[config.mk]
export PLATFORM = sky130hd
export DESIGN_NAME = remote_display_tx
export DESIGN_NICKNAME = d
export VERILOG_FILES = /design/src/design/rdisp_pkg.sv /design/src/design/char_fifo.sv /design/src/design/serial_tx.sv /design/src/design/remote_display_tx.sv
export SDC_FILE = /design/constraint.sdc
export NUM_CORES = 1
export LEC_CHECK = 0
export ABC_AREA = 1
export BUFFER_PORTS_ARGS = -buffer_cell sky130_fd_sc_hd__buf_2
export CAP_MARGIN = 0
export CORE_ASPECT_RATIO = 1.1
export CORE_MARGIN = 2
export CORE_UTILIZATION = 50
export DETAILED_ROUTE_END_ITERATION = 7
export PLACE_DENSITY = 0.73
export SLEW_MARGIN = 10
export SYNTH_ARGS = -nofsm -noshare
export SYNTH_HDL_FRONTEND = slang
export SYNTH_SLANG_ARGS = --single-unit
[constraint.sdc]
create_clock -name hclk -period 10.9 [get_ports hclk]
set_clock_uncertainty 0.2 [all_clocks]
set_input_delay 2.725 -clock hclk [delete_from_list [all_inputs] [get_ports hclk]]
set_output_delay 2.725 -clock hclk [all_outputs]
set_load 0.01 [all_outputs]
[src/design/rdisp_pkg.sv]
package rdisp_pkg;
    // Timing
    localparam int CLK_HZ = 40_000_000;
    localparam int CYCLE_MS = 100;
    localparam int TICK_CYCLES = CLK_HZ / 1000 * CYCLE_MS;
    localparam int BAUD = 9600;
    localparam int BAUD_CYCLES = CLK_HZ / BAUD;
    // Character framing and buffering
    localparam int DATA_BITS = 8;
    localparam int FRAME_BITS = DATA_BITS + 3;
    localparam int FIFO_DEPTH = 16;
    localparam int NUM_DIGITS = 5;
    localparam int BODY_MAX = 7;
    localparam int HDR_LEN = 4;
    localparam logic [3:0] POS_STX = 4'h0;
    localparam logic [3:0] POS_FILL = 4'h1;
    localparam logic [3:0] POS_ADR_HI = 4'h2;
    localparam logic [3:0] POS_ADR_LO = 4'h3;
    // Characters
    localparam logic [7:0] CH_STX = 8'h02;
    localparam logic [7:0] CH_ETX = 8'h03;
    localparam logic [7:0] CH_FILL = 8'h20;
    localparam logic [7:0] CH_ZERO = 8'h30;
    localparam logic [7:0] CH_PLUS = 8'h2B;
    localparam logic [7:0] CH_MINUS = 8'h2D;
    localparam logic [7:0] CH_DOT = 8'h2E;
    localparam logic [7:0] CH_OVER = 8'h2D;
    localparam logic [7:0] CH_E = 8'h45;
    localparam logic [7:0] CH_R = 8'h72;
    // Display addresses, two BCD digits
    localparam logic [7:0] ADDR_CH1 = 8'h01;
    localparam logic [7:0] ADDR_CH2 = 8'h21;
    localparam logic [7:0] ADDR_DEF1 = 8'h05;
    localparam logic [7:0] ADDR_DEF2 = 8'h06;
    // Register map
    localparam logic [7:0] OFS_DISP_TYPE = 8'h00;
    localparam logic [7:0] OFS_DEC = 8'h04;
    localparam logic [7:0] OFS_DEF1 = 8'h08;
    localparam logic [7:0] OFS_DEF2 = 8'h0C;
    localparam logic [7:0] OFS_STATUS = 8'h10;
    localparam int DEC1_LSB = 0;
    localparam int DEC2_LSB = 4;
    localparam int DEC_W = 3;
    localparam logic [2:0] DEC_MAX = 3'h4;
    localparam logic [15:0] DTYPE_RST = 16'h0000;
    localparam logic [15:0] DEC_RST = 16'h0000;
    localparam logic [15:0] DEF_RST = 16'h0000;
    typedef enum logic [1:0] {SRC_CH1, SRC_CH2, SRC_DEF1, SRC_DEF2} src_t;
endpackage

[src/design/char_fifo.sv]
`timescale 1ns/1ps
module char_fifo #(
    parameter int WIDTH = 8,
    parameter int DEPTH = 16
) (
    // Clock and reset
    input wire logic hclk,
    input wire logic hresetn,
    // Fill side
    input wire logic in_valid,
    output logic in_ready,
    input wire logic [WIDTH-1:0] in_data,
    // Drain side
    output logic out_valid,
    input wire logic out_ready,
    output logic [WIDTH-1:0] out_data
);
    localparam int AW = $clog2(DEPTH);

    function automatic logic [AW-1:0] nxt(input logic [AW-1:0] p);
        return (p == AW'(DEPTH - 1)) ? '0 : p + AW'(1);
    endfunction

    logic [WIDTH-1:0] mem_q [DEPTH];
    logic [AW-1:0] wr_q, wr_d, rd_q, rd_d;
    logic [AW:0] cnt_q, cnt_d;
    logic push, pop;

    assign in_ready = cnt_q != (AW+1)'(DEPTH);
    assign out_valid = cnt_q != '0;
    assign out_data = mem_q[rd_q];
    assign push = in_valid && in_ready;
    assign pop = out_valid && out_ready;

    always_comb begin
        wr_d = push ? nxt(wr_q) : wr_q;
        rd_d = pop ? nxt(rd_q) : rd_q;
        cnt_d = cnt_q;
        if (push && !pop) begin
            cnt_d = cnt_q + (AW+1)'(1);
        end else if (pop && !push) begin
            cnt_d = cnt_q - (AW+1)'(1);
        end
    end

    always_ff @(posedge hclk or negedge hresetn) begin
        if (!hresetn) begin
            wr_q <= '0;
            rd_q <= '0;
            cnt_q <= '0;
        end else begin
            wr_q <= wr_d;
            rd_q <= rd_d;
            cnt_q <= cnt_d;
        end
    end

    // Storage needs no reset: nothing reads a slot before it is written
    always_ff @(posedge hclk) begin
        if (push) begin
            mem_q[wr_q] <= in_data;
        end
    end
endmodule // char_fifo

[src/design/serial_tx.sv]
`timescale 1ns/1ps
module serial_tx #(
    parameter int BAUD_DIV = rdisp_pkg::BAUD_CYCLES
) (
    // Clock and reset
    input wire logic hclk,
    input wire logic hresetn,
    // Character stream
    input wire logic chr_valid,
    output logic chr_ready,
    input wire logic [7:0] chr_data,
    // Line, idle high
    output logic ser_out,
    output logic busy
);
    localparam int FB = rdisp_pkg::FRAME_BITS;
    localparam int DW = $clog2(BAUD_DIV);

    logic [DW-1:0] div_q, div_d;
    logic [3:0] bit_q, bit_d;
    logic [FB-1:0] shr_q, shr_d;
    logic [7:0] dat_q, dat_d;
    logic act_q, act_d, ser_q, ser_d;
    logic baud_en;

    assign baud_en = div_q == '0;
    assign chr_ready = !act_q;
    assign ser_out = ser_q;
    assign busy = act_q;

    always_comb begin
        div_d = div_q;
        bit_d = bit_q;
        shr_d = shr_q;
        dat_d = dat_q;
        act_d = act_q;
        if (!act_q) begin
            if (chr_valid) begin
                act_d = 1'h1;
                div_d = DW'(BAUD_DIV - 1);
                bit_d = 4'(FB);
                dat_d = chr_data;
                shr_d = {1'h1, ^chr_data, chr_data, 1'h0};
            end
        end else if (baud_en) begin
            div_d = DW'(BAUD_DIV - 1);
            shr_d = {1'h1, shr_q[FB-1:1]};
            bit_d = bit_q - 4'h1;
            if (bit_q == 4'h1) begin
                act_d = 1'h0;
            end
        end else begin
            div_d = div_q - DW'(1);
        end
        ser_d = act_d ? shr_d[0] : 1'h1;
    end

    always_ff @(posedge hclk or negedge hresetn) begin
        if (!hresetn) begin
            div_q <= '0;
            bit_q <= '0;
            shr_q <= '1;
            dat_q <= '0;
            act_q <= 1'h0;
            ser_q <= 1'h1;
        end else begin
            div_q <= div_d;
            bit_q <= bit_d;
            shr_q <= shr_d;
            dat_q <= dat_d;
            act_q <= act_d;
            ser_q <= ser_d;
        end
    end
endmodule // serial_tx

[src/design/remote_display_tx.sv]
// Decided for this implementation: the placing of the registers and the AHB-Lite interface to the registers.
`timescale 1ns/1ps
// Overview of operation
// - Port only transmits, values sent cyclically
// - Values emitted every 100 ms once configured
// - Eight data bits, even parity, 9600 baud
// - Address 01, 21, 05, 06 selects content
// - System fault sends Err instead of weight
// - Too many digits sends over-range string
// - Per-channel decimal point inserted into weight
// - Default values sent without decimal point
// - Channel 2 only on two-channel variant
// - Only low byte of display type evaluated
// - Default values signed, loadable, reset zero
module remote_display_tx #(
    parameter bit TWO_CH = 1'h1,
    parameter int DISP_DIGITS = 6,
    parameter int TICK_CYCLES = rdisp_pkg::TICK_CYCLES,
    parameter int BAUD_DIV = rdisp_pkg::BAUD_CYCLES,
    parameter int FIFO_DEPTH = rdisp_pkg::FIFO_DEPTH
) (
    // Clock and reset
    input wire logic hclk,
    input wire logic hresetn,
    // AHB-Lite slave
    input wire logic hsel,
    input wire logic [31:0] haddr,
    input wire logic [1:0] htrans,
    input wire logic hwrite,
    input wire logic [2:0] hsize,
    input wire logic [31:0] hwdata,
    input wire logic hready,
    output logic hreadyout,
    output logic hresp,
    output logic [31:0] hrdata,
    // Process values from the weighing logic
    input wire logic [15:0] gross_ch1,
    input wire logic [15:0] gross_ch2,
    input wire logic system_fault_flag,
    // Serial line to the displays
    output logic ser_out
);
    localparam int BM = rdisp_pkg::BODY_MAX;
    localparam int ND = rdisp_pkg::NUM_DIGITS;
    localparam int TW = $clog2(TICK_CYCLES);

    function automatic int pow10(input int n);
        int r;
        r = 1;
        for (int i = 0; i < n; i++) begin
            r = r * 10;
        end
        return r;
    endfunction

    localparam int OVER_LIM = pow10(DISP_DIGITS - 1);

    function automatic logic [19:0] to_bcd(input logic [16:0] bin);
        logic [19:0] b;
        b = '0;
        for (int i = 16; i >= 0; i--) begin
            for (int d = 0; d < 5; d++) begin
                if (b[4*d +: 4] > 4'h4) begin
                    b[4*d +: 4] = b[4*d +: 4] + 4'h3;
                end
            end
            b = {b[18:0], bin[i]};
        end
        return b;
    endfunction

    function automatic logic [2:0] clamp_dp(input logic [2:0] d);
        return (d > rdisp_pkg::DEC_MAX) ? rdisp_pkg::DEC_MAX : d;
    endfunction

    function automatic logic [7:0] addr_of(input rdisp_pkg::src_t s);
        case (s)
            rdisp_pkg::SRC_CH1: return rdisp_pkg::ADDR_CH1;
            rdisp_pkg::SRC_CH2: return rdisp_pkg::ADDR_CH2;
            rdisp_pkg::SRC_DEF1: return rdisp_pkg::ADDR_DEF1;
            default: return rdisp_pkg::ADDR_DEF2;
        endcase
    endfunction

    typedef enum logic [1:0] {ST_IDLE, ST_LOAD, ST_SEND} state_t;

    // Registers and bus
    logic wen_q, wen_d;
    logic [7:0] wa_q, wa_d;
    logic [31:0] rdata_q, rdata_d;
    logic [15:0] dtype_q, dtype_d, dec_q, dec_d, def1_q, def1_d, def2_q, def2_d;
    logic ap_sel, enabled, busy_w;
    logic [31:0] status_w;
    // Cycle timer
    logic [TW-1:0] cnt_q, cnt_d;
    logic tick, pend_q, pend_d, clr;
    // Message builder
    state_t state_q, state_d;
    rdisp_pkg::src_t src_q, src_d;
    logic [3:0] idx_q, idx_d, last_idx;
    logic [BM-1:0][7:0] body_q, body_d;
    logic [2:0] blen_q, blen_d;
    logic [7:0] fcnt_q, fcnt_d, push_data, addr_w;
    logic [15:0] val_w;
    logic [16:0] v17, mag_w;
    logic [19:0] bcd_w;
    logic [2:0] dp_w, bi;
    logic fault_w, over_w, push, fifo_rdy;
    // Transmit path
    logic tx_valid, tx_ready, tx_busy;
    logic [7:0] tx_data;

    assign hreadyout = 1'h1;
    assign hresp = 1'h0;
    assign hrdata = rdata_q;
    assign ap_sel = hsel && hready && htrans[1] && hsize == 3'h2;
    assign enabled = dtype_q[7:0] != 8'h00;
    assign busy_w = state_q != ST_IDLE || tx_valid || tx_busy;
    assign status_w = {16'h0000, fcnt_q, 5'h00, system_fault_flag, busy_w, enabled};

    always_comb begin
        wen_d = ap_sel && hwrite;
        wa_d = haddr[7:0];
        rdata_d = '0;
        if (ap_sel && !hwrite && haddr[31:8] == 24'h000000) begin
            case (haddr[7:0])
                rdisp_pkg::OFS_DISP_TYPE: rdata_d = {16'h0000, dtype_q};
                rdisp_pkg::OFS_DEC: rdata_d = {16'h0000, dec_q};
                rdisp_pkg::OFS_DEF1: rdata_d = {{16{def1_q[15]}}, def1_q};
                rdisp_pkg::OFS_DEF2: rdata_d = {{16{def2_q[15]}}, def2_q};
                rdisp_pkg::OFS_STATUS: rdata_d = status_w;
                default: rdata_d = '0;
            endcase
        end
        dtype_d = dtype_q;
        dec_d = dec_q;
        def1_d = def1_q;
        def2_d = def2_q;
        if (wen_q) begin
            case (wa_q)
                rdisp_pkg::OFS_DISP_TYPE: dtype_d = hwdata[15:0];
                rdisp_pkg::OFS_DEC: dec_d = hwdata[15:0];
                rdisp_pkg::OFS_DEF1: def1_d = hwdata[15:0];
                rdisp_pkg::OFS_DEF2: def2_d = hwdata[15:0];
                default: dtype_d = dtype_q;
            endcase
        end
    end

    always_ff @(posedge hclk or negedge hresetn) begin
        if (!hresetn) begin
            wen_q <= 1'h0;
            wa_q <= '0;
            rdata_q <= '0;
            dtype_q <= rdisp_pkg::DTYPE_RST;
            dec_q <= rdisp_pkg::DEC_RST;
            def1_q <= rdisp_pkg::DEF_RST;
            def2_q <= rdisp_pkg::DEF_RST;
        end else begin
            wen_q <= wen_d && haddr[31:8] == 24'h000000;
            wa_q <= wa_d;
            rdata_q <= rdata_d;
            dtype_q <= dtype_d;
            dec_q <= dec_d;
            def1_q <= def1_d;
            def2_q <= def2_d;
        end
    end

    // A new cycle request that lands on the clearing edge survives
    assign tick = enabled && cnt_q == TW'(TICK_CYCLES - 1);

    always_comb begin
        cnt_d = '0;
        if (enabled && !tick) begin
            cnt_d = cnt_q + TW'(1);
        end
        pend_d = (pend_q && !clr) || tick;
    end

    always_ff @(posedge hclk or negedge hresetn) begin
        if (!hresetn) begin
            cnt_q <= '0;
            pend_q <= 1'h0;
        end else begin
            cnt_q <= cnt_d;
            pend_q <= pend_d;
        end
    end

    // Value selection; a fault masks only the weights, never the defaults
    always_comb begin
        case (src_q)
            rdisp_pkg::SRC_CH1: val_w = gross_ch1;
            rdisp_pkg::SRC_CH2: val_w = gross_ch2;
            rdisp_pkg::SRC_DEF1: val_w = def1_q;
            default: val_w = def2_q;
        endcase
        case (src_q)
            rdisp_pkg::SRC_CH1: dp_w = clamp_dp(dec_q[rdisp_pkg::DEC1_LSB +: rdisp_pkg::DEC_W]);
            rdisp_pkg::SRC_CH2: dp_w = clamp_dp(dec_q[rdisp_pkg::DEC2_LSB +: rdisp_pkg::DEC_W]);
            default: dp_w = 3'h0;
        endcase
    end

    assign fault_w = system_fault_flag && (src_q == rdisp_pkg::SRC_CH1 || src_q == rdisp_pkg::SRC_CH2);
    assign v17 = {val_w[15], val_w};
    assign mag_w = val_w[15] ? 17'h00000 - v17 : v17;
    assign bcd_w = to_bcd(mag_w);
    assign over_w = int'(mag_w) >= OVER_LIM;
    assign addr_w = addr_of(src_q);
    assign last_idx = 4'(rdisp_pkg::HDR_LEN) + {1'h0, blen_q};
    assign bi = 3'(idx_q - 4'(rdisp_pkg::HDR_LEN));

    always_comb begin
        int n;
        n = 0;
        state_d = state_q;
        src_d = src_q;
        idx_d = idx_q;
        body_d = body_q;
        blen_d = blen_q;
        fcnt_d = fcnt_q;
        clr = 1'h0;
        case (state_q)
            ST_IDLE: begin
                if (pend_q) begin
                    clr = 1'h1;
                    src_d = rdisp_pkg::SRC_CH1;
                    state_d = ST_LOAD;
                end
            end
            ST_LOAD: begin
                idx_d = '0;
                state_d = ST_SEND;
                body_d = '0;
                if (fault_w) begin
                    body_d[0] = rdisp_pkg::CH_E;
                    body_d[1] = rdisp_pkg::CH_R;
                    body_d[2] = rdisp_pkg::CH_R;
                    n = 3;
                end else if (over_w) begin
                    for (int i = 0; i <= ND; i++) begin
                        body_d[i] = rdisp_pkg::CH_OVER;
                    end
                    n = ND + 1;
                end else begin
                    body_d[0] = val_w[15] ? rdisp_pkg::CH_MINUS : rdisp_pkg::CH_PLUS;
                    n = 1;
                    for (int p = 0; p < ND; p++) begin
                        body_d[n] = rdisp_pkg::CH_ZERO + {4'h0, bcd_w[4*(ND-1-p) +: 4]};
                        n = n + 1;
                        if (dp_w != 3'h0 && p == ND - 1 - int'(dp_w)) begin
                            body_d[n] = rdisp_pkg::CH_DOT;
                            n = n + 1;
                        end
                    end
                end
                blen_d = 3'(n);
            end
            ST_SEND: begin
                if (fifo_rdy) begin
                    idx_d = idx_q + 4'h1;
                    if (idx_q == last_idx) begin
                        fcnt_d = fcnt_q + 8'h01;
                        state_d = ST_LOAD;
                        case (src_q)
                            rdisp_pkg::SRC_CH1: src_d = TWO_CH ? rdisp_pkg::SRC_CH2 : rdisp_pkg::SRC_DEF1;
                            rdisp_pkg::SRC_CH2: src_d = rdisp_pkg::SRC_DEF1;
                            rdisp_pkg::SRC_DEF1: src_d = rdisp_pkg::SRC_DEF2;
                            default: state_d = ST_IDLE;
                        endcase
                    end
                end
            end
            default: state_d = ST_IDLE;
        endcase
    end

    always_ff @(posedge hclk or negedge hresetn) begin
        if (!hresetn) begin
            state_q <= ST_IDLE;
            src_q <= rdisp_pkg::SRC_CH1;
            idx_q <= '0;
            body_q <= '0;
            blen_q <= '0;
            fcnt_q <= '0;
        end else begin
            state_q <= state_d;
            src_q <= src_d;
            idx_q <= idx_d;
            body_q <= body_d;
            blen_q <= blen_d;
            fcnt_q <= fcnt_d;
        end
    end

    // Frame layout; the filler is there for displays that drop one character
    always_comb begin
        case (idx_q)
            rdisp_pkg::POS_STX: push_data = rdisp_pkg::CH_STX;
            rdisp_pkg::POS_FILL: push_data = rdisp_pkg::CH_FILL;
            rdisp_pkg::POS_ADR_HI: push_data = rdisp_pkg::CH_ZERO + {4'h0, addr_w[7:4]};
            rdisp_pkg::POS_ADR_LO: push_data = rdisp_pkg::CH_ZERO + {4'h0, addr_w[3:0]};
            default: push_data = (idx_q == last_idx) ? rdisp_pkg::CH_ETX : body_q[bi];
        endcase
    end

    // The builder stalls on a full buffer, so bursts never drop characters
    assign push = state_q == ST_SEND;

    char_fifo #(.WIDTH(8), .DEPTH(FIFO_DEPTH)) u_fifo (
        .hclk(hclk),
        .hresetn(hresetn),
        .in_valid(push),
        .in_ready(fifo_rdy),
        .in_data(push_data),
        .out_valid(tx_valid),
        .out_ready(tx_ready),
        .out_data(tx_data)
    );

    serial_tx #(.BAUD_DIV(BAUD_DIV)) u_tx (
        .hclk(hclk),
        .hresetn(hresetn),
        .chr_valid(tx_valid),
        .chr_ready(tx_ready),
        .chr_data(tx_data),
        .ser_out(ser_out),
        .busy(tx_busy)
    );
endmodule // remote_display_tx

Yosys cells after proc, flatten, opt, wreduce, memory -nomap -nowiden
Memories as Yosys holds them, arrays and structs flattened.
Cells that the tools add are included.

storage, ports and cells
  memory bits (writable) = 128
  register bits after elaboration = 246
  word-level logic and storage cells = 414
  input bits = 107
  memories kept = 1

memories
  name          words  bits a word  rd ports  clocked after memory_dff  wr ports  RTL line         source
  u_fifo.mem_q  16     8            1         0                         1         char_fifo.sv:24  logic [WIDTH-1:0] mem_q [DEPTH];

operators by class
  reduce and logical (&&, ||, !) cells = 65
  multiplexer cells = 148
  bitwise gates (word level) = 12
  order comparisons = 60
  add/sub/neg operators = 68
  equal/unequal tests = 30

operators by type and width
  kind                     count
  $mux W56                 13
  $mux W32                 17
  $ge A32 B1 Y1 const B    8
  $lt A32 B5 Y1 const B    8
  $add A32 B2 Y32 const B  7
  $bwmux W56               4
  $demux W8 S3             8
  $mux W4                  44
  $pmux W32 S5             1
  $gt A4 B3 Y1 const B     35
  $add A4 B2 Y4 const B    34
  $and A28 B28 Y28         4
  $mux W8                  14
  $not A28 Y28             4
  $or A28 B28 Y28          4
  $add A6 B4 Y7 const A    7
  $mux W48                 1
  $pmux W16 S3             1
  $mux W13                 3
  $mux W11                 3
  $eq A8 B4 Y1 const B     4
  $logic_not A32 Y1        1
  $pmux W8 S4              1
  $logic_and A1 B1 Y1      28
  62 further kinds         129

Depth between registers and ports, before layout
  depth in word-level cells = 56
  gate-level depth with buffers = 92

By module
Synthesis repeated with hierarchy kept, for this count alone.

unflattened totals
  cell total of the unflattened synthesis = 3,081
  area total of the unflattened synthesis = 22,316.4 um^2

by module, submodules not included
  module             area an instance (um^2)  instances  cells an instance
  remote_display_tx  14,062.2                 1          2,166
  char_fifo          6,437.4                  1          668
  serial_tx          1,816.7                  1          247

Least setup slack after synthesis
No wires, ideal clock.

  path kind = input-to-reg
  from = input gross_ch2[0]
  to = register body_q[50] (netlist name)
  arrival time = 9.758 ns
  stages = 74
  library setup time = 0.116 ns
  path buffers = 0
  setup slack = 0.826 ns
  data required time = 10.584 ns
  path through = nand2_1 nand2_1 o22ai_4 ha_1 nand3_2 o21bai_4 nand3_1 nand2_1 nand3b_1 nand2_1 nor2_1 nor2_1 nand2_1 nand2_2 nand2_2 nand2_1 nand3_1 nand2_2 [... 38 more ...] xor2_1 ha_1 inv_1 nand2_1 nand2_2 xor2_1 ha_1 inv_1 nand2_1 nand2_2 inv_2 nand2_1 nand2_1 inv_2 o21ai_1 nand2_1 nand2_1 nand2_1

between the ends
  word-level cells in the longest chain between the ends = 55
  elaborated cells on any way between the ends = 145

ends and longest elaborated chain
  element                                               RTL line                                          source
  start: declaration                                    remote_display_tx.sv:38                           input wire logic [15:0] gross_ch2,
  $pmux W16 S3 (*)                                      remote_display_tx.sv:193                          case (src_q)
  $sub A1 B16 Y17                                       remote_display_tx.sv:208                          assign mag_w = val_w[15] ? 17'h00000 - v17 : v17;
  $mux W17 (*)                                          remote_display_tx.sv:208
  $add A3 B2 Y4 / $gt A3 B3 Y1 (equally long branches)  remote_display_tx.sv:64, remote_display_tx.sv:63
  $mux W4                                               remote_display_tx.sv:63                           if (b[4*d +: 4] > 4'h4) begin
  $add A4 B2 Y4 / $gt A4 B3 Y1 (equally long branches)  remote_display_tx.sv:64, remote_display_tx.sv:63
  $mux W4                                               remote_display_tx.sv:63
  $add A4 B2 Y4 / $gt A4 B3 Y1 (equally long branches)  remote_display_tx.sv:64, remote_display_tx.sv:63
  [... 39 more ...]                                     --
  $mux W56                                              remote_display_tx.sv:242                          end else if (over_w) begin
  $mux W56                                              remote_display_tx.sv:237                          if (fault_w) begin
  $mux W56                                              remote_display_tx.sv:225                          case (state_q)
  $bwmux W56                                            remote_display_tx.sv:251                          body_d[n] = rdisp_pkg::CH_ZERO + {4'h0, bcd_w[4*(ND-1-p) +: 4]};
  $or A28 B28 Y28 (no source line)                      --
  $mux W56                                              remote_display_tx.sv:253                          if (dp_w != 3'h0 && p == ND - 1 - int'(dp_w)) begin
  $mux W8 (*)                                           remote_display_tx.sv:242
  $mux W32 (*)                                          remote_display_tx.sv:237
  end signal: assignment                                remote_display_tx.sv:292                          body_q <= body_d;
  end: declaration                                      remote_display_tx.sv:101                          logic [BM-1:0][7:0] body_q, body_d;

Mark *: on every way between the ends. The rest lies on a longest branch, timed or not. The select of a mux whose other input is x is not followed.
A chain may end at the register's enable or synchronous reset.

Worst setup path after layout
  from = input gross_ch2[1]
  to = register body_q[43] (netlist name)

between the ends
  word-level cells in the longest chain between the ends = 55
  elaborated cells on any way between the ends = 145

ends and longest elaborated chain
  element                                               RTL line
  $pmux W16 S3 (*)                                      remote_display_tx.sv:193
  $sub A1 B16 Y17                                       remote_display_tx.sv:208
  $mux W17 (*)                                          remote_display_tx.sv:208
  $add A3 B2 Y4 / $gt A3 B3 Y1 (equally long branches)  remote_display_tx.sv:64, remote_display_tx.sv:63
  $mux W4                                               remote_display_tx.sv:63
  $add A4 B2 Y4 / $gt A4 B3 Y1 (equally long branches)  remote_display_tx.sv:64, remote_display_tx.sv:63
  $mux W4                                               remote_display_tx.sv:63
  $add A4 B2 Y4 / $gt A4 B3 Y1 (equally long branches)  remote_display_tx.sv:64, remote_display_tx.sv:63
  [... 39 more ...]                                     --
  $mux W56                                              remote_display_tx.sv:242
  $mux W56                                              remote_display_tx.sv:237
  $mux W56                                              remote_display_tx.sv:225
  $bwmux W56                                            remote_display_tx.sv:251
  $or A28 B28 Y28 (no source line)                      --
  $mux W56                                              remote_display_tx.sv:253
  $mux W48 (*)                                          remote_display_tx.sv:242
  $mux W32 (*)                                          remote_display_tx.sv:237

Marked as above.

==> metrics.yaml <==
slew_headroom_pct: 14.78
setup_slack_ns: 0.5756
clockBufferDepth: 3
hold_depth: 1
grt_pass1_vias: 17763
cts.reportedPaths.clkPinSlew_ns: 0.07
crit_fanout: 7
ys_warn_count: 0
antenna_found_initial: 0
r2r_slack_ns: 1.42
synth_edf_count: 112
ys_seq_elements: 326
dp.cells: 3321
root_buffer: "clkbuf_16"
dp_worst_setup_slack_ns: -0.2905
fmaxAchievable_mhz: 96.86
postRouteAntennaNets: 0
crit_top_cell: "nand2_4"
fin_crit_sh_pct: 94.72
drtIter0Drc: 1334
setup.worst_path.end_class: "flop"
timing.rr.start: "src_q[0]"
dp_hpwl_um: 38350
wl_met2_um: 26470
n_antenna_cell: 0
avgSynthCellArea_um2: 7.548
finalNetCount: 3025
cpMaxStageDelayCell: "o21bai_4"
clk_latency_ns: 0.56
drv_cap: 0
area_growth_pct: 12.79
rows: 77
die_h_um: 216.5
critPathMaxStageDelay_ns: 0.21
syn_area_mm2: 0.02052
grt_max_degree: 93
grt_remaining_overflow: 0
synth_cell_types: 64
drc_errors: 0
fp.coreArea_mm2: 0.04037
highest_layer: "met4"
async_flop_share_pct: 65.64
holdPathEnd: "cnt_q[0]"
startpoint_type: "primary input"
fin_crit_ns: 10.32
reg2regPathDepth: 79
worstPathArrival_ns: 10.62
reg2reg_to: "body_q[43]"
synth_ff_type: "dfrtp_1"
drive_above_1_share_pct: 14.91
status: "complete, no violations"
hp-class: "flop to flop"
hold_ws_ns: 0.2600
wl_met1_um: 22770
wl_um: 53030
firstDrtPassIters: 6
worstPathRequired_ns: 11.19
crit_family: "simple AND/OR/NAND/NOR gates"
cp_num_buf_inv: 11
min_from: "cnt_q[0]"
cts_num_sinks: 326
viasPerCell: 5.451
finalSetupViolCount: 0
cts_made_buffers: 31
finalNonFillerCells: 3390
initial_core_util_pct: 50.82
synth_cells: 2718
wl_met3_um: 2369
die_area_mm2: 0.04267
io_pins: 142
tritoncts: "yes"
die-width_um: 197.1
maxSlewViolCount: 0
finalWeightedCongestion: 0.9466
grt_pass1_wl_um: 86130
cts_max_level: 1
rsz0062_at_grt: "yes"
grtUsageTotal_pct: 24.50
vias: 18479
seq_area_frac_synth_pct: 42.57
worst_pin_slew_ns: 1.274
wl_per_cell_um: 15.64
hold_viol_final: 0
port_buffers: 122
critical_path_class: "primary input to flop"
## cell usage after synthesis (9+ instances only)
cell | instances | share of area (%)
nand2_1 | 783 | 14
nor3_1 | 29 | 0.71
nand3_1 | 173 | 4.2
a41oi_1 | 11 | 0.47
inv_2 | 34 | 0.62
o211ai_1 | 20 | 0.73
a22oi_1 | 13 | 0.48
nand4_1 | 23 | 0.70
buf_4 | 20 | 0.73
clkbuf_1 | 48 | 0.88
a31oi_1 | 9 | 0.27
dfrtp_1 | 202 | 25
inv_1 | 304 | 5.6
xor2_1 | 42 | 1.8
nor2_1 | 235 | 4.3
o22ai_1 | 40 | 1.2
o21ai_0 | 211 | 5.1
nand3_2 | 14 | 0.68
ha_1 | 61 | 3.7
edfxtp_1 | 112 | 16
nand2_2 | 62 | 1.9
o21ai_2 | 9 | 0.38
o21ai_1 | 37 | 0.90
dfstp_2 | 12 | 1.5
a21oi_1 | 64 | 1.6
nand2_4 | 13 | 0.71
a221oi_1 | 9 | 0.38
nor4_1 | 19 | 0.58
o221ai_1 | 14 | 0.60
## layer usage
layer | global-route usage (%) | vias to the layer above
met5 | 0 | -
met4 | 7.043 | 0
met3 | 2.085 | 85
met2 | 43.83 | 529
met1 | 31.68 | 8691
li1 | - | 9174
## cells by family after synthesis
kind of cell | count (synthesis) | synth area share, %
muxes | 2 | 0.1037
and+or+nand+nor | 1382 | 29.13
other | 2 | 0.03661
adders and majority gates | 63 | 3.915
AOI/OAI and AO/OA | 468 | 13.53
buffers and inverters | 421 | 8.233
DFF | 326 | 42.57
xor gates and xnor gates | 54 | 2.482
## flip-flops by register name (all words and copies together) (netlist names), 16 cells and up
signal and count:
u_fifo.mem_q 112, dec_q 16, def2_q 16, def1_q 16, cnt_q 22, body_q 39, hrdata 17, dtype_q 16
## metrics by stage
stage / utilization, % / setup TNS (ns) / area (um^2)
floorplan: - / 0 / 20570
global placement: 53.71 / 0 / 21680
detailed placement: 53.71 / -4.889 / 21680
CTS: 56.25 / 0 / 22710
global route: 57.33 / -0.8666 / 23140
finish: 57.33 / 0 / 23140
## layout by cell type, fill, tap and decap left out, types with 6 or more instances in the layout
master / Yosys / routed
o21bai_1: 6 / 6
o211ai_1: 20 / 20
buf_4: 20 / 43
clkinv_1: 7 / 7
clkbuf_1: 48 / 8
ha_1: 61 / 57
dfstp_2: 12 / 12
conb_1: 2 / 17
nor2_1: 235 / 233
nand2_1: 783 / 764
edfxtp_1: 112 / 112
dfrtp_1: 202 / 202
o21ai_1: 37 / 33
nor4_1: 19 / 17
o22ai_1: 40 / 40
nand2_4: 13 / 27
xnor2_1: 8 / 8
inv_1: 304 / 303
xor2_1: 42 / 39
clkbuf_16: 0 / 32
nand3_2: 14 / 21
nand2_2: 62 / 67
or2_2: 8 / 8
a31oi_1: 9 / 9
nor3_1: 29 / 27
o21ai_0: 211 / 211
clkinv_2: 0 / 6
nand4_1: 23 / 23
a41oi_1: 11 / 11
buf_2: 4 / 121
o21ai_2: 9 / 11
a22oi_1: 13 / 13
inv_2: 34 / 35
o221ai_1: 14 / 14
nand3_1: 173 / 162
a21oi_1: 64 / 64
a221oi_1: 9 / 9
## what timing repair did
item,CTS,global route
gates resized for setup,0,69
endpoints found under the hold margin,0,0
endpoints found under the setup margin,0,28
buffers inserted,0,14
hold buffers,0,0
## worst max path at each step
stage,start,slack (ns),depth (start not counted),end
final,gross_ch2[1],0.58,79,body_q[43]
after global routing,gross_ch1[10],-0.12,83,body_q[35]
after CTS,gross_ch1[3],0.26,77,body_q[43]
after detailed placement,gross_ch1[3],-0.29,77,body_q[35]
after global placement,gross_ch2[0],0.1,75,body_q[1]
after floorplan,gross_ch2[0],0.83,74,body_q[50]
## layout make-up
type,instances,area (um^2)
Sequential cell,326,8733
Tap cell,513,641.9
Fill cell,3693,17230
Clock buffer,44,885.9
Clock inverter,11,137.6
Multi-Input combinational cell,1986,10500
Timing Repair Buffer,165,943.4
Inverter,345,1295
Power is left out: the tool's default activity adds up to more than one toggle a clock period on the data nets, which glitch-free logic cannot reach.
